[src/tap_pkg.sv]
package tap_pkg;

  // Controller states, standard encoding
  typedef enum logic [3:0] {
    ST_EXIT2_DR = 4'h0,
    ST_EXIT1_DR = 4'h1,
    ST_SHIFT_DR = 4'h2,
    ST_PAUSE_DR = 4'h3,
    ST_SEL_IR = 4'h4,
    ST_UPDATE_DR = 4'h5,
    ST_CAPTURE_DR = 4'h6,
    ST_SEL_DR = 4'h7,
    ST_EXIT2_IR = 4'h8,
    ST_EXIT1_IR = 4'h9,
    ST_SHIFT_IR = 4'ha,
    ST_PAUSE_IR = 4'hb,
    ST_IDLE = 4'hc,
    ST_UPDATE_IR = 4'hd,
    ST_CAPTURE_IR = 4'he,
    ST_RESET = 4'hf
  } tap_state_t;

  localparam int IR_W = 4;
  localparam logic [3:0] IR_CAPTURE = 4'h1;
  localparam logic [3:0] OP_EXTEST = 4'h0;
  localparam logic [3:0] OP_SAMPLE = 4'h1;
  localparam logic [3:0] OP_IDCODE = 4'h2;
  localparam logic [3:0] OP_HIGHZ = 4'h3;
  localparam logic [3:0] OP_BYPASS = 4'hf;
  // Reset leaves the identification path selected
  localparam logic [3:0] IR_RESET = OP_IDCODE;

  localparam int ID_W = 32;
  localparam int ID_VER_LSB = 28;
  localparam int ID_PART_LSB = 12;
  localparam int ID_MFR_LSB = 1;

  // Pin group from the tester after synchronisation
  typedef struct packed {
    logic tck;
    logic tms;
    logic tdi;
    logic trst_n;
  } tap_pins_t;

  // Decoded controller actions, one-cycle strobes on clk_sys_in
  typedef struct packed {
    logic capture;
    logic shift;
    logic update;
  } scan_ctl_t;

endpackage

[src/boundary_scan_tap.sv]
// Notes on behaviour
// RULE1: Five TMS-high clocks reach Test-Logic-Reset.
// RULE2: State moves on rising TCK using TMS.
// RULE3: Test logic self-resets; TRST optional.
// RULE4: Test-Logic-Reset leaves device in normal operation.
// RULE5: Run-Test-Idle acts only for active instructions.
// RULE6: Capture-IR loads pattern ending in 01.
// RULE7: Shift-IR shifts instruction between TDI and TDO.
// RULE8: Update-IR latches instruction on falling TCK.
// RULE9: Capture-DR loads the selected data register.
// RULE10: Instruction is four bits, LSB nearest TDO.
// RULE11: Bypass, boundary, ID paths in parallel.
// RULE12: Bypass stage clears to zero at capture.
// RULE13: Bypass shifting leaves functional operation untouched.
// RULE14: Boundary chain loads and reads I/O cells.
// RULE15: Pause-IR holds instruction path still.
// RULE16: Exit, select states branch per TMS.
// RULE17: Data-path states mirror instruction-path states.
// RULE18: TAP reset after power-up precedes FIFO use.
// RULE19: Decode EXTEST, SAMPLE, IDCODE, HIGHZ, BYPASS.
// RULE20: ID is 32 bits, bit 0 one.
// RULE21: TDO changes on falling TCK, driven in shifts.
module boundary_scan_tap #(
  parameter int BSR_W = 40,
  parameter logic [3:0] ID_VERSION = 4'h0,
  // Arbitrary identity values, not of any real part
  parameter logic [15:0] ID_PART = 16'h1234,
  parameter logic [10:0] ID_MFR = 11'h055
) (
  input wire logic clk_sys_in,
  input wire logic rst_n_in,
  input wire logic tck_in,
  input wire logic tms_in,
  input wire logic tdi_in,
  input wire logic trst_n_in,
  output logic tdo_out,
  output logic tdo_oe_n_out,
  input wire logic [BSR_W-1:0] pin_sample_in,
  output logic [BSR_W-1:0] pin_drive_out,
  output logic extest_out,
  output logic outputs_hiz_out,
  output logic test_reset_out,
  output logic run_idle_out,
  output logic [3:0] instr_out
);
  tap_pkg::tap_pins_t pins;
  tap_pkg::tap_state_t state_r;
  tap_pkg::tap_state_t state_nxt;
  tap_pkg::scan_ctl_t ir_ctl;
  tap_pkg::scan_ctl_t dr_ctl;
  logic tck_d_r;
  logic [3:0] instr_r;
  logic [3:0] ir_par;
  logic [tap_pkg::ID_W-1:0] id_par;
  logic [BSR_W-1:0] bsr_par;
  logic [BSR_W-1:0] upd_r;
  logic ir_so;
  logic id_so;
  logic bsr_so;
  logic byp_r;
  logic tdo_r;
  logic oe_n_r;

  // TCK rests low, the other pins rest high
  tap_sync #(.WIDTH(4), .RESET_VAL(4'h7)) u_sync (
    .clk_sys_in(clk_sys_in),
    .rst_n_in(rst_n_in),
    .async_in({tck_in, tms_in, tdi_in, trst_n_in}),
    .sync_out(pins)
  );

  always_ff @(posedge clk_sys_in) begin
    if (!rst_n_in) begin
      tck_d_r <= 1'b0;
    end else begin
      tck_d_r <= pins.tck;
    end
  end

  wire tck_rise = pins.tck & ~tck_d_r;
  wire tck_fall = ~pins.tck & tck_d_r;
  wire trst_act = ~pins.trst_n;

  always_comb begin
    state_nxt = state_r;
    case (state_r)
      tap_pkg::ST_RESET: state_nxt = pins.tms ? tap_pkg::ST_RESET : tap_pkg::ST_IDLE; // RULE1
      tap_pkg::ST_IDLE: state_nxt = pins.tms ? tap_pkg::ST_SEL_DR : tap_pkg::ST_IDLE;
      tap_pkg::ST_SEL_DR: state_nxt = pins.tms ? tap_pkg::ST_SEL_IR : tap_pkg::ST_CAPTURE_DR; // RULE16
      tap_pkg::ST_SEL_IR: state_nxt = pins.tms ? tap_pkg::ST_RESET : tap_pkg::ST_CAPTURE_IR; // RULE16
      tap_pkg::ST_CAPTURE_DR: state_nxt = pins.tms ? tap_pkg::ST_EXIT1_DR : tap_pkg::ST_SHIFT_DR;
      tap_pkg::ST_SHIFT_DR: state_nxt = pins.tms ? tap_pkg::ST_EXIT1_DR : tap_pkg::ST_SHIFT_DR;
      tap_pkg::ST_EXIT1_DR: state_nxt = pins.tms ? tap_pkg::ST_UPDATE_DR : tap_pkg::ST_PAUSE_DR; // RULE17
      tap_pkg::ST_PAUSE_DR: state_nxt = pins.tms ? tap_pkg::ST_EXIT2_DR : tap_pkg::ST_PAUSE_DR;
      tap_pkg::ST_EXIT2_DR: state_nxt = pins.tms ? tap_pkg::ST_UPDATE_DR : tap_pkg::ST_SHIFT_DR;
      tap_pkg::ST_UPDATE_DR: state_nxt = pins.tms ? tap_pkg::ST_SEL_DR : tap_pkg::ST_IDLE;
      tap_pkg::ST_CAPTURE_IR: state_nxt = pins.tms ? tap_pkg::ST_EXIT1_IR : tap_pkg::ST_SHIFT_IR;
      tap_pkg::ST_SHIFT_IR: state_nxt = pins.tms ? tap_pkg::ST_EXIT1_IR : tap_pkg::ST_SHIFT_IR;
      tap_pkg::ST_EXIT1_IR: state_nxt = pins.tms ? tap_pkg::ST_UPDATE_IR : tap_pkg::ST_PAUSE_IR; // RULE16
      tap_pkg::ST_PAUSE_IR: state_nxt = pins.tms ? tap_pkg::ST_EXIT2_IR : tap_pkg::ST_PAUSE_IR; // RULE15
      tap_pkg::ST_EXIT2_IR: state_nxt = pins.tms ? tap_pkg::ST_UPDATE_IR : tap_pkg::ST_SHIFT_IR;
      tap_pkg::ST_UPDATE_IR: state_nxt = pins.tms ? tap_pkg::ST_SEL_DR : tap_pkg::ST_IDLE;
      default: state_nxt = tap_pkg::ST_RESET;
    endcase
  end

  // System reset stands for power-up, so no TRST is needed
  always_ff @(posedge clk_sys_in) begin
    if (!rst_n_in || trst_act) begin
      state_r <= tap_pkg::ST_RESET; // RULE3 RULE18
    end else if (tck_rise) begin
      state_r <= state_nxt; // RULE2
    end
  end

  // Capture and shift strobes fire on the rising edge that leaves the named state, update strobes on the falling edge inside it
  assign ir_ctl.capture = tck_rise && state_r == tap_pkg::ST_CAPTURE_IR; // RULE6
  assign ir_ctl.shift = tck_rise && state_r == tap_pkg::ST_SHIFT_IR; // RULE7 RULE15
  assign ir_ctl.update = tck_fall && state_r == tap_pkg::ST_UPDATE_IR; // RULE8
  assign dr_ctl.capture = tck_rise && state_r == tap_pkg::ST_CAPTURE_DR; // RULE9
  assign dr_ctl.shift = tck_rise && state_r == tap_pkg::ST_SHIFT_DR; // RULE17
  assign dr_ctl.update = tck_fall && state_r == tap_pkg::ST_UPDATE_DR;

  wire sel_bsr = instr_r == tap_pkg::OP_EXTEST || instr_r == tap_pkg::OP_SAMPLE; // RULE19
  wire sel_id = instr_r == tap_pkg::OP_IDCODE; // RULE19
  // Unknown codes fall back to bypass
  wire sel_byp = !sel_bsr && !sel_id; // RULE11 RULE19

  tap_shift_reg #(.WIDTH(tap_pkg::IR_W)) u_ir (
    .clk_sys_in(clk_sys_in),
    .rst_n_in(rst_n_in),
    .capture_in(ir_ctl.capture),
    .shift_in(ir_ctl.shift),
    .load_in(tap_pkg::IR_CAPTURE), // RULE6
    .serial_in(pins.tdi),
    .serial_out(ir_so), // RULE10
    .par_out(ir_par)
  );

  always_ff @(posedge clk_sys_in) begin
    if (!rst_n_in || trst_act || state_r == tap_pkg::ST_RESET) begin
      instr_r <= tap_pkg::IR_RESET;
    end else if (ir_ctl.update) begin
      instr_r <= ir_par; // RULE8
    end
  end

  assign id_par = {ID_VERSION, ID_PART, ID_MFR, 1'b1}; // RULE20

  tap_shift_reg #(.WIDTH(tap_pkg::ID_W)) u_id (
    .clk_sys_in(clk_sys_in),
    .rst_n_in(rst_n_in),
    .capture_in(dr_ctl.capture && sel_id), // RULE9
    .shift_in(dr_ctl.shift && sel_id),
    .load_in(id_par),
    .serial_in(pins.tdi),
    .serial_out(id_so),
    .par_out()
  );

  tap_shift_reg #(.WIDTH(BSR_W)) u_bsr (
    .clk_sys_in(clk_sys_in),
    .rst_n_in(rst_n_in),
    .capture_in(dr_ctl.capture && sel_bsr), // RULE14
    .shift_in(dr_ctl.shift && sel_bsr),
    .load_in(pin_sample_in),
    .serial_in(pins.tdi),
    .serial_out(bsr_so),
    .par_out(bsr_par)
  );

  // Bypass touches nothing outside its own stage
  always_ff @(posedge clk_sys_in) begin
    if (!rst_n_in) begin
      byp_r <= 1'b0;
    end else if (dr_ctl.capture && sel_byp) begin
      byp_r <= 1'b0; // RULE12
    end else if (dr_ctl.shift && sel_byp) begin
      byp_r <= pins.tdi; // RULE13
    end
  end

  // Preloaded cell values, on pin_drive_out under every instruction; extest_out flags EXTEST
  always_ff @(posedge clk_sys_in) begin
    if (!rst_n_in) begin
      upd_r <= '0;
    end else if (dr_ctl.update && sel_bsr) begin
      upd_r <= bsr_par; // RULE14
    end
  end

  wire in_reset = state_r == tap_pkg::ST_RESET;
  wire shifting = state_r == tap_pkg::ST_SHIFT_IR || state_r == tap_pkg::ST_SHIFT_DR;
  wire dr_so = sel_id ? id_so : (sel_bsr ? bsr_so : byp_r); // RULE11
  wire tdo_nxt = state_r == tap_pkg::ST_SHIFT_IR ? ir_so : dr_so;

  always_ff @(posedge clk_sys_in) begin
    // TRST in mid-shift must release TDO at once, not at the next TCK fall
    if (!rst_n_in || trst_act) begin
      tdo_r <= 1'b1;
      oe_n_r <= 1'b1; // RULE21
    end else if (tck_fall) begin
      tdo_r <= tdo_nxt; // RULE21
      oe_n_r <= ~shifting; // RULE21
    end
  end

  assign tdo_out = tdo_r;
  assign tdo_oe_n_out = oe_n_r;
  assign pin_drive_out = upd_r;
  assign extest_out = !in_reset && instr_r == tap_pkg::OP_EXTEST; // RULE4
  assign outputs_hiz_out = !in_reset && instr_r == tap_pkg::OP_HIGHZ; // RULE4
  assign test_reset_out = in_reset; // RULE4
  // No instruction here uses Run-Test-Idle, so it stays a plain status
  assign run_idle_out = state_r == tap_pkg::ST_IDLE; // RULE5
  assign instr_out = instr_r;
endmodule

[src/tap_shift_reg.sv]
module tap_shift_reg #(
  parameter int WIDTH = 32
) (
  input wire logic clk_sys_in,
  input wire logic rst_n_in,
  input wire logic capture_in,
  input wire logic shift_in,
  input wire logic [WIDTH-1:0] load_in,
  input wire logic serial_in,
  output logic serial_out,
  output logic [WIDTH-1:0] par_out
);
  logic [WIDTH-1:0] sh_r;
  logic [WIDTH-1:0] sh_nxt;

  // LSB sits nearest the serial output
  assign sh_nxt = capture_in ? load_in :
                  shift_in ? {serial_in, sh_r[WIDTH-1:1]} : sh_r;

  always_ff @(posedge clk_sys_in) begin
    if (!rst_n_in) begin
      sh_r <= '0;
    end else begin
      sh_r <= sh_nxt;
    end
  end

  assign serial_out = sh_r[0];
  assign par_out = sh_r;
endmodule

[src/tap_sync.sv]
module tap_sync #(
  parameter int WIDTH = 4,
  parameter logic [WIDTH-1:0] RESET_VAL = '1
) (
  input wire logic clk_sys_in,
  input wire logic rst_n_in,
  input wire logic [WIDTH-1:0] async_in,
  output logic [WIDTH-1:0] sync_out
);
  logic [WIDTH-1:0] meta_r;
  logic [WIDTH-1:0] sync_r;

  // Reset to each pin's resting level, so no false edge follows reset
  always_ff @(posedge clk_sys_in) begin
    if (!rst_n_in) begin
      meta_r <= RESET_VAL;
      sync_r <= RESET_VAL;
    end else begin
      meta_r <= async_in;
      sync_r <= meta_r;
    end
  end

  assign sync_out = sync_r;
endmodule

[config.mk]
export PLATFORM = sky130hd
export DESIGN_NAME = boundary_scan_tap
export DESIGN_NICKNAME = d
export VERILOG_FILES = /design/src/tap_pkg.sv /design/src/boundary_scan_tap.sv /design/src/tap_shift_reg.sv /design/src/tap_sync.sv
export SDC_FILE = /design/constraint.sdc
export NUM_CORES = 1
export LEC_CHECK = 0
export BUFFER_PORTS_ARGS = -buffer_cell sky130_fd_sc_hd__buf_2
export CORE_UTILIZATION = 60
export DETAILED_ROUTE_END_ITERATION = 12
export PLACE_DENSITY = 0.84
export SYNTH_ARGS = -nofsm -noshare
export SYNTH_HDL_FRONTEND = slang
export SYNTH_SLANG_ARGS = --single-unit
[constraint.sdc]
create_clock -name clk_sys_in -period 3.6 [get_ports clk_sys_in]
set_clock_uncertainty 0.05 [all_clocks]
set_input_delay 0.18 -clock clk_sys_in [delete_from_list [all_inputs] [get_ports clk_sys_in]]
set_output_delay 0.18 -clock clk_sys_in [all_outputs]
set_load 0.02 [all_outputs]
==> summary.txt, run 1 <==
Yosys
  – Post-synth EDFFs: 0
  – Avg Cell Area, Syn: 9.973 um2
  – YS warnings: 0
  – Main synth FF type: dfxtp_1
  – Syn Nets: 621
  – Fraction of registers with async set/reset: 0%
  – Yosys reg bits: 136
  – Seq/Total Area, Yosys: 47.48%
  – Synth Cell Area: 0.005734 mm2
  – Synth unique cells: 37
  – Synth Instances: 575
  – Main area contributors after synthesis: dfxtp_1, mux2i_1, o211a_1, nor2b_1, nand2_1
  – Yosys top cell by area: dfxtp_1
  – Synth top area share: 47.48%

Worst setup path
  – Worst path arrival time: 2.89 ns
  – Crit. End Element: register
  – Worst Setup SP: u_sync.sync_out[3]
  – Crit start category: register
  – Critical-path maximum fanout: 32
  – Kind of critical path: register to register
  – Worst r2r src: u_sync.sync_out[3]
  – WP data required: 3.94 ns

Drt
  – Routed wl met2: 6667 um
  – DR WL met3: 595 um
  – Vias/cell: 5.462
  – Routed WL: 13,030 um
  – Wire length per cell: 15.68 um
  – Residual DRC count: 0
  – Metal-1 WL: 5557 um
  – Initial DRC Count: 220
  – TritonRoute pass-1 iters: 4
  – Antenna Nets Post-Route: 0
  – Vias post-DR: 4,539
  – Max Used Layer: met4

STA
  – Final hold slack: 0.01514 ns
  – Setup TNS: 0 ns
  – Clock period minus worst slack: 2.552 ns
  – Period utilization: 70.89%
  – Relative slew slack: 53.48%
  – Final Hold Viols: 0
  – Min setup slack post-route: 1.048 ns
  – RSZ-0062 raised after global routing: no
  – Final setup vio count: 0
  – Final slew viol count: 0
  – Worst-Margin Slew: 0.6978 ns
  – Fmax: 391.8 MHz

Finish
  – Commonest cells after routing, fill and taps aside: dfxtp_1, buf_2, mux2i_1
  – Multi-input gate area: 0.002770 mm2
  – Non-filler cells in the finished layout: 831
  – Final core occ: 77.16%
  – Register Area: 0.002726 mm2
  – Share of layout cells above drive strength 1: 19.94%
  – # diodes: 0
  – Leading cell type in the layout, fill and taps excluded: dfxtp_1
  – Fillers: 596
  – Layout Cell Area excl Fill: 0.007129 mm2
  – Layout area overhead: 24.33%
  – Final net count: 735

Floorplanning
  – Die area: 0.009952 mm2
  – Num rows: 35
  – Initial core utilization: 62.06%
  – Die X: 99.76 um
  – Core area: 0.009240 mm2
  – Number of top-level pins: 96
  – Die Height: 99.76 um

Clock network
  – CTS tree: built
  – Sink Count: 136
  – Root Driver: clkbuf_8
  – Reg clk slew, reported paths: 0.06 ns
  – Clk_lat worst skew: 0.51 ns
  – H-Tree Depth: 4
  – CTS Buf Count: 17
  – Clock buffer depth: 2

Global route
  – Grt total ovfl: 0
  – GRT Overall Usage: 27.40%
  – Vias in the first global route: 4,479
  – Global-route wire length before repair: 21,340 um
  – Initial antenna violation count: 0
  – Largest net degree at the start of global routing: 72

Power
  – Pwr per Cell Area: 447.7 mW/mm2
  – Power Total: 3.192 mW
  – Lkg Pwr: 3.860 nW
  – Max IR drop VDD: 0.2935 mV

Min path
  – HP Class: input port to register
  – Hold Startpoint: pin_sample_in[1]

Flow run
  – Max-cap violations: 0

Placed design
  – Port-buffer cells: 95
  – DP Cell Count: 759
  – Dpl hpwl: 7283 um
  – Placed standard-cell area: 0.006200 mm2
  – GP Congestion: 0.8733
  – Place WS: 1.194 ns

Outcome
  – Status: finished, final reports clean
[synthesized netlist by cell type, drive strengths merged, types with 2 or more instances]
cell and instances:
nor2b 48, a21boi 23, nand2 71, and4 3, o21bai 3, o21ai 5
nor4b 2, mux2i 88, nand3 2, o211a 40, nor2 21, a21oi 9
nor3b 10, a211o 3, clkbuf 21, inv 3, nand4 6, and2 5
nor3 12, nand3b 21, buf 26, dfxtp 136, nand2b 9
[metal layers]
layer / up-vias / global-route usage [%]
met3: 24 / 7.941
met4: 0 / 9.615
met1: 2168 / 31.47
li1: 2237 / -
met2: 110 / 48.44
met5: - / 0
[final timing paths]
path,slack [ns],endpoint,depth (start not counted)
max,1.05,u_bsr.par_out[24],5
min,0.02,u_bsr.par_out[1],4
max reg2reg,1.05,u_bsr.par_out[24],5
min reg2reg,0.36,u_sync.sync_out[0],1
[cell families after synthesis]
family | Yosys count | share of synthesized area [%]
simple gates | 214 | 20.27
compound gates | 87 | 12.66
mux | 88 | 15.36
buf+inv | 50 | 4.233
flops | 136 | 47.48
[area by class of cell]
cell class              instances  share of cell area (%)
well taps                     129                   2.264
multi-input cells             389                   38.86
flip-flops and latches        136                   38.24
repair buffers                142                   13.06
clock inverters                13                   1.369
inverters                       3                  0.1580
clock buffers                  19                   6.055
[power by group]
part / leakage, nW / internal [mW] / switching [mW] / total, mW
Combinational: 2.52 / 0.0838 / 0.0641 / 0.148
Clock: 0.247 / 0.867 / 0.656 / 1.52
Sequential: 1.10 / 1.51 / 0.00958 / 1.52
Total: 3.86 / 2.46 / 0.730 / 3.19
[sequential cells by signal, summed over array words and instances (netlist names), 4 cells and up]
| name | count |
|---|---|
| instr_out | 4 |
| u_sync.sync_out | 4 |
| state_r | 4 |
| u_bsr.par_out | 40 |
| u_sync.meta_r | 4 |
| u_id.par_out | 32 |
| u_ir.par_out | 4 |
| pin_drive_out | 40 |
[timing repair]
item	in CTS	in global routing
endpoints found under the hold margin	40	0
setup buffers	0	0
hold buffers	40	0
gates resized for setup	0	0
[critical path: stages, from the launching register on]
cell	delay [ns]
dfxtp_1	0.36
nor2b_1	0.58
and4_2	0.74
buf_4	0.39
nand2_1	0.13
o211a_1	0.17
Note: power is estimated with default switching activity, not from simulation.
==> run 2: changes to the inputs <==
--- a/config.mk
+++ b/config.mk
@@ -6,9 +6,9 @@
 export NUM_CORES = 1
 export LEC_CHECK = 0
 export BUFFER_PORTS_ARGS = -buffer_cell sky130_fd_sc_hd__buf_2
-export CORE_UTILIZATION = 60
+export CORE_UTILIZATION = 50
 export DETAILED_ROUTE_END_ITERATION = 12
-export PLACE_DENSITY = 0.84
+export PLACE_DENSITY = 0.75
 export SYNTH_ARGS = -nofsm -noshare
 export SYNTH_HDL_FRONTEND = slang
 export SYNTH_SLANG_ARGS = --single-unit
==> constraint.sdc (replaced) <==
create_clock -name clk_sys_in -period 2.2 [get_ports clk_sys_in]
set_clock_uncertainty 0.05 [all_clocks]
set_input_delay 0.11 -clock clk_sys_in [delete_from_list [all_inputs] [get_ports clk_sys_in]]
set_output_delay 0.11 -clock clk_sys_in [all_outputs]
set_load 0.02 [all_outputs]
==> run 2 against run 1 <==
Against the previous run:
- sequential cell count is the same
- sequential share of layout area grew 0.060 points
- clock power grew 84%
- combinational power grew 49%
- sequential power grew 64%
- non-clock buffer count shrank 14
- utilization shrank 12 points
- routed wire length shrank 6.7%
- register-to-register slack lost 0.70 ns
- critical path depth shrank 2
- first-iteration DRC count shrank 15%
- critical endpoint is now outputs_hiz_out
- largest cell class unchanged
==> summary.txt, run 2 (synthesized netlist as in run 1, its figures left out) <==
Drt
  – Residual DRC count: 0 (unchanged)
  – Vias/cell: 5.315 (-2.7%)
  – Routed WL: 12,150 um (-6.7%)
  – TritonRoute pass-1 iters: 5 (+1)
  – Initial DRC Count: 188 (-15%)
  – Vias post-DR: 4,401 (-3.0%)
  – Antenna Nets Post-Route: 0 (unchanged)
  – Wire length per cell: 14.68 um (-6.4%)

Clock network
  – Sink Count: 136 (unchanged)
  – CTS tree: built
  – CTS Buf Count: 17 (unchanged)
  – Clk_lat worst skew: 0.42 ns (-0.09 ns)
  – H-Tree Depth: 4 (unchanged)
  – Clock buffer depth: 2 (unchanged)
  – Root Driver: clkbuf_16
  – Reg clk slew, reported paths: 0.06 ns (about the same)
  – Setup Fix Bufs, Post-CTS: 0 (unchanged)

Outcome
  – Status: finished, final reports clean

Global route
  – Grt total ovfl: 0 (unchanged)
  – Initial antenna violation count: 0 (unchanged)
  – Largest net degree at the start of global routing: 72 (unchanged)
  – Vias in the first global route: 4,252 (-5.1%)
  – GRT Overall Usage: 21.62% (-5.8 points)
  – Global-route wire length before repair: 20,000 um (-6.3%)

STA
  – Fmax: 525.2 MHz
  – Final slew viol count: 0 (unchanged)
  – Period utilization: 86.55%
  – Final Hold Viols: 0 (unchanged)
  – Final setup vio count: 0 (unchanged)
  – Setup TNS: 0 ns (unchanged)
  – Worst-Margin Slew: 0.4557 ns (-0.2421 ns)
  – Min setup slack post-route: 0.2959 ns (-0.7521 ns)
  – Clock period minus worst slack: 1.904 ns
  – RSZ-0062 raised after global routing: no
  – Relative slew slack: 69.58% (+16 points)

Power
  – Pwr per Cell Area: 772.7 mW/mm2 (+73%)
  – Lkg Pwr: 3.865 nW (+0.11%)
  – Max IR drop VDD: 0.5204 mV (+77%)

Floorplanning
  – Num rows: 38 (+8.6%)
  – Die X: 109.1 um (+9.4%)
  – Die Height: 109.1 um (+9.4%)
  – Die area: 0.01190 mm2 (+20%)
  – Number of top-level pins: 96 (unchanged)
  – Initial core utilization: 52.21% (-9.8 points)
  – Core area: 0.01098 mm2 (+19%)

Flow run
  – Max-cap violations: 0 (unchanged)

Worst setup path
  – Crit. End Element: primary output
  – Worst Setup SP: state_r[1]
  – WP data required: 2.04 ns (-1.90 ns)
  – Sum of buffers and inverters on the critical path: 1 (unchanged)
  – Kind of critical path: register to primary output
  – Slowest cell delay on critical path: 0.60 ns (-0.14 ns)
  – Critical Path Stages: 3 (-2)
  – Worst path top cell family by delay: flip-flops
  – Worst r2r src: instr_out[1]
  – R2r setup slk: 0.35 ns (-0.70 ns)
  – Reg-to-Reg End: u_id.par_out[6]
  – Worst path arrival time: 1.74 ns (-1.15 ns)
  – Critical-path maximum fanout: 15 (-53%)
  – Worst-path cell chain: nand4_1 > and4_1 > buf_2
  – CP max-delay cell: dfxtp_1
  – R2R cell count: 5 (unchanged)
  – Crit start category: register

Finish
  – Layout area overhead: 24.13%
  – Final net count: 721 (-1.9%)
  – # diodes: 0 (unchanged)
  – Leading cell type in the layout, fill and taps excluded: dfxtp_1
  – Commonest cells after routing, fill and taps aside: dfxtp_1, buf_2, mux2i_1
  – Share of layout cells above drive strength 1: 20.93% (+0.99 points)

Placed design
  – Dpl hpwl: 7608 um (+4.5%)
  – GP Congestion: 0.7960 (-8.9%)
  – Port-buffer cells: 95 (unchanged)
  – Place WS: 0.4596 ns (-0.7339 ns)

Min path
  – Hold Startpoint: pin_sample_in[26]
  – Hold Path Cell Cnt: 4 (unchanged)
  – WHS Endpoint: u_bsr.par_out[26]
  – HP Class: input port to register
-- run 2: cell count changes in the layout (fill, tap and decap cells not counted) --
| cell | change |
|---|---|
| buf_12 | +5 |
| dlygate4sd3_1 | -18 |
| clkinvlp_4 | -2 |
| clkbuf_8 | +1 |
| buf_4 | -1 |
| inv_6 | -2 |
| clkinv_4 | -1 |
| clkinv_2 | +1 |
| bufinv_16 | +2 |
| clkbuf_16 | +1 |
-- run 2: routing by layer --
| metal | wire (um) | up-vias | part of all wire (%) | track usage, % |
|---|---|---|---|---|
| met5 | 0 | - | 0 | 0 |
| met4 | 148 | 0 | 1.2 | 6.660 |
| met3 | 713 | 13 | 5.9 | 8.368 |
| met2 | 6031 | 101 | 50 | 35.67 |
| met1 | 5259 | 2081 | 43 | 25.84 |
| li1 | - | 2206 | - | - |
-- run 2: cell type report --
| type | instances | area [um2] |
|---|---|---|
| repair buffers | 128 | 843.3 |
| well taps | 140 | 175.2 |
| inverters | 3 | 11.26 |
| multi-input cells | 389 | 2770 |
| fillers | 878 | 3865 |
| flip-flops and latches | 136 | 2726 |
| clock inverters | 11 | 121.4 |
| clock buffers | 21 | 470.5 |
-- run 2: report_power, final --
group / switching [mW] / internal [mW]
clock network: 1.04 / 1.75
registers: 0.0124 / 2.47
logic: 0.100 / 0.120
-- run 2: worst max-delay path by stage --
| stage | endpoint | slack, ns |
|---|---|---|
| after detailed placement | pin_drive_out[22] | 0.46 |
| after CTS | outputs_hiz_out | 0.30 |
| after floorplan | u_id.par_out[17] | 0.64 |
| after global placement | pin_drive_out[20] | 0.48 |
| final | outputs_hiz_out | 0.30 |
| after global routing | outputs_hiz_out | 0.19 |
-- run 2: timing repair --
item | in CTS | in global routing
endpoints found under the hold margin | 22 | 0
resized for setup | 0 | 0
hold buffers | 22 | 0
-- run 2: worst reg2reg max path, cell delays in order (launching register included) --
cell and delay (ns):
dfxtp_1 0.50, nor4b_2 0.37, and4_1 0.24, buf_4 0.31, nand3b_1 0.13, a21boi_1 0.17
-- run 2: per-stage QoR --
step / hold WS, ns / utilization [%] / power (mW) / std cells / instance area, um2
floorplan: 0.1615 / - / 2.657 / 575 / 5734
global placement: 0.2437 / 57.42 / 2.723 / 774 / 6306
detailed placement: 0.2507 / 57.42 / 2.726 / 774 / 6306
global route: 0.007834 / 64.81 / 5.664 / 828 / 7118
CTS: 0.0008430 / 64.81 / 5.545 / 828 / 7118
finish: 0.005919 / 64.81 / 5.500 / 828 / 7118
==> run 3: changes to the inputs <==
--- a/config.mk
+++ b/config.mk
@@ -8,7 +8,8 @@
 export BUFFER_PORTS_ARGS = -buffer_cell sky130_fd_sc_hd__buf_2
 export CORE_UTILIZATION = 50
 export DETAILED_ROUTE_END_ITERATION = 12
-export PLACE_DENSITY = 0.75
+export HOLD_SLACK_MARGIN = 0.12
+export PLACE_DENSITY = 0.86
 export SYNTH_ARGS = -nofsm -noshare
 export SYNTH_HDL_FRONTEND = slang
 export SYNTH_SLANG_ARGS = --single-unit
==> run 3 against run 2 <==
Against the previous run:
- register-to-register slack hardly changed
- fmax is 9.2% lower
- sequential share of layout area is 1.2 points lower
- first-iteration DRC count is 23% higher
- final area is 3.2% higher
- utilization is 2.1 points higher
- via count is 6.2% higher
- global-route usage is 2.6 points higher
- combinational power is 20% higher
- worst setup slack worse by 0.19 ns
- largest cell class unchanged
- highest routed layer unchanged
==> summary.txt, run 3 (synthesized netlist as in run 1, its figures left out) <==
Min path
  – Hold Startpoint: u_sync.meta_r[2]
  – HP Class: register to register
  – Hold Path Cell Cnt: 1 (-3)
  – WHS Endpoint: u_sync.sync_out[2]

Floorplanning
  – Number of top-level pins: 96 (unchanged)
  – Die X: 109.1 um (unchanged)
  – Die Height: 109.1 um (unchanged)
  – Core area: 0.01098 mm2 (unchanged)
  – Initial core utilization: 52.21% (unchanged)
  – Num rows: 38 (unchanged)
  – Die area: 0.01190 mm2 (unchanged)

Worst setup path
  – Crit. End Element: primary output
  – Worst path arrival time: 1.94 ns (+0.20 ns)
  – Slowest cell delay on critical path: 0.42 ns (-0.18 ns)
  – Worst r2r src: instr_out[1]
  – Reg-to-Reg End: u_id.par_out[20]
  – R2R cell count: 5 (unchanged)
  – R2r setup slk: 0.34 ns (about the same)
  – WP data required: 2.04 ns (about the same)
  – Critical-path maximum fanout: 31 (+16)
  – Worst path top cell family by delay: buffers and inverters
  – Kind of critical path: register to primary output
  – Crit start category: register
  – CP max-delay cell: buf_4
  – Worst-path cell chain: buf_4 > nand4_1 > and4_1 > buf_2
  – Sum of buffers and inverters on the critical path: 2 (+1)

STA
  – Clock period minus worst slack: 2.097 ns (+0.1928 ns)
  – Final slew viol count: 0 (unchanged)
  – Final setup vio count: 0 (unchanged)
  – RSZ-0062 raised after global routing: no
  – Setup TNS: 0 ns (unchanged)
  – Worst-Margin Slew: 0.5605 ns (+0.1048 ns)
  – Final hold slack: 0.3616 ns (+0.3557 ns)
  – Final Hold Viols: 0 (unchanged)
  – Period utilization: 95.31% (+8.8 points)
  – Relative slew slack: 62.63% (-6.9 points)
  – Fmax: 476.9 MHz (-9.2%)
  – Min setup slack post-route: 0.1032 ns (-0.1928 ns)

Placed design
  – GP Congestion: 0.8467 (+6.4%)
  – Dpl hpwl: 7552 um (-0.72%)
  – Place WS: 0.4847 ns (+0.02505 ns)
  – Port-buffer cells: 95 (unchanged)
  – Placed standard-cell area: 0.006266 mm2 (-0.63%)
  – DP Cell Count: 772 (-0.26%)

Drt
  – Initial DRC Count: 231 (+23%)
  – Routed wl met2: 7267 um (+20%)
  – DR WL met3: 750 um (+5.2%)
  – TritonRoute pass-1 iters: 5 (unchanged)
  – Max Used Layer: met4
  – Vias/cell: 5.505 (+3.6%)
  – Metal-1 WL: 5713 um (+8.6%)
  – Routed WL: 14,150 um (+16%)
  – Vias post-DR: 4,674 (+6.2%)
  – Antenna Nets Post-Route: 0 (unchanged)
  – Wire length per cell: 16.67 um (+14%)
  – Residual DRC count: 0 (unchanged)

Global route
  – Initial antenna violation count: 0 (unchanged)
  – Vias in the first global route: 4,784 (+13%)
  – Grt total ovfl: 0 (unchanged)
  – Largest net degree at the start of global routing: 81 (+13%)
  – GRT Overall Usage: 24.21% (+2.6 points)
  – Global-route wire length before repair: 22,280 um (+11%)

Power
  – Pwr per Cell Area: 779.6 mW/mm2 (+0.90%)
  – Part of the power in the clock network: 52.0% (+1.2 points)
  – Sw Pwr: 1.143 mW (-0.89%)
  – Power Total: 5.727 mW (+4.1%)
  – Internal: 4.584 mW (+5.5%)
  – Comb power frac: 4.6% (+0.6 points)
  – Lkg Pwr: 3.959 nW (+2.4%)
  – Sequential share of power: 43.4% (-1.8 points)
  – Max IR drop VDD: 0.6824 mV (+31%)
  – Sw Ratio: 19.96% (-1.0 points)

Clock network
  – Root Driver: clkbuf_16
  – Setup Fix Bufs, Post-CTS: 0 (unchanged)
  – Clock buffer depth: 2 (unchanged)
  – Clk_lat worst skew: 0.42 ns (about the same)
  – H-Tree Depth: 4 (unchanged)
  – CTS Buf Count: 17 (unchanged)
  – CTS tree: built
  – Sink Count: 136 (unchanged)
  – Reg clk slew, reported paths: 0.06 ns (about the same)

Finish
  – Non-filler cells in the finished layout: 849 (+2.5%)
  – Final net count: 742 (+2.9%)
  – Leading cell type in the layout, fill and taps excluded: dfxtp_1
  – Fillers: 715 (-19%)
  – Share of layout cells above drive strength 1: 19.75% (-1.2 points)
  – Commonest cells after routing, fill and taps aside: dfxtp_1, buf_2, mux2i_1
  – # diodes: 0 (unchanged)
  – Layout area overhead: 28.10%
  – Layout Cell Area excl Fill: 0.007346 mm2 (+3.2%)
  – Final core occ: 66.88% (+2.1 points)
  – Register Area: 0.002726 mm2 (unchanged)
  – Multi-input gate area: 0.002770 mm2 (unchanged)

Flow run
  – Max-cap violations: 0 (unchanged)

Outcome
  – Status: finished, final reports clean
==> run 3: changes by cell type in the layout (fill, tap and decap cells not counted), sizes merged <==
cell / before / now
dlygate4sd3: 22 / 45
inv: 4 / 3
bufinv: 2 / 3
clkinv: 5 / 1
clkinvlp: 3 / 2
clkbuf: 21 / 26
buf: 106 / 104
==> run 3: worst max path at each step <==
stage                  from                end  slack (ns)  cells after the start
2_1_floorplan  instr_out[1]   u_id.par_out[17]        0.64                      6
3_3_place_gp     state_r[0]  u_bsr.par_out[10]        0.54                      5
3_5_place_dp     state_r[0]  u_bsr.par_out[27]        0.48                      5
4_1_cts          state_r[2]    outputs_hiz_out        0.11                      4
5_1_grt          state_r[2]    outputs_hiz_out        0.03                      4
6_report         state_r[2]    outputs_hiz_out        0.10                      4
==> run 3: cell type report <==
type | instances | area share (%)
clock inverters | 6 | 1.499
inverters | 3 | 0.1533
multi-input cells | 389 | 37.71
well taps | 140 | 2.385
repair buffers | 149 | 14.07
clock buffers | 26 | 7.069
flip-flops and latches | 136 | 37.11
==> run 3: layer usage <==
metal	vias to the layer above	global-route usage, %
met5	-	0
met4	0	11.49
met3	46	7.591
met2	155	42.00
met1	2225	26.75
li1	2248	-
==> run 3: worst register-to-register path, delay by kind of cell (launching register included) <==
family	cells	cell delay (ns)
AND/OR/NAND/NOR	3	0.74
flip-flops	1	0.46
buffers and inverters	1	0.32
AO/OA/AOI/OAI	1	0.22
==> run 3: power by group through the flow <==
stage | Sequential, mW | Combinational, mW | Clock, mW
after floorplan | 2.53 | 0.125 | 0
after global placement | 2.54 | 0.186 | 0
after detailed placement | 2.54 | 0.190 | 0
after CTS | 2.48 | 0.256 | 2.99
after global routing | 2.48 | 0.283 | 3.10
final | 2.48 | 0.264 | 2.98
==> run 3: what timing repair did <==
item                      in CTS  in global routing
gates resized for setup        0                  0
hold buffers                  45                  0
hold endpoints to repair      45                  0
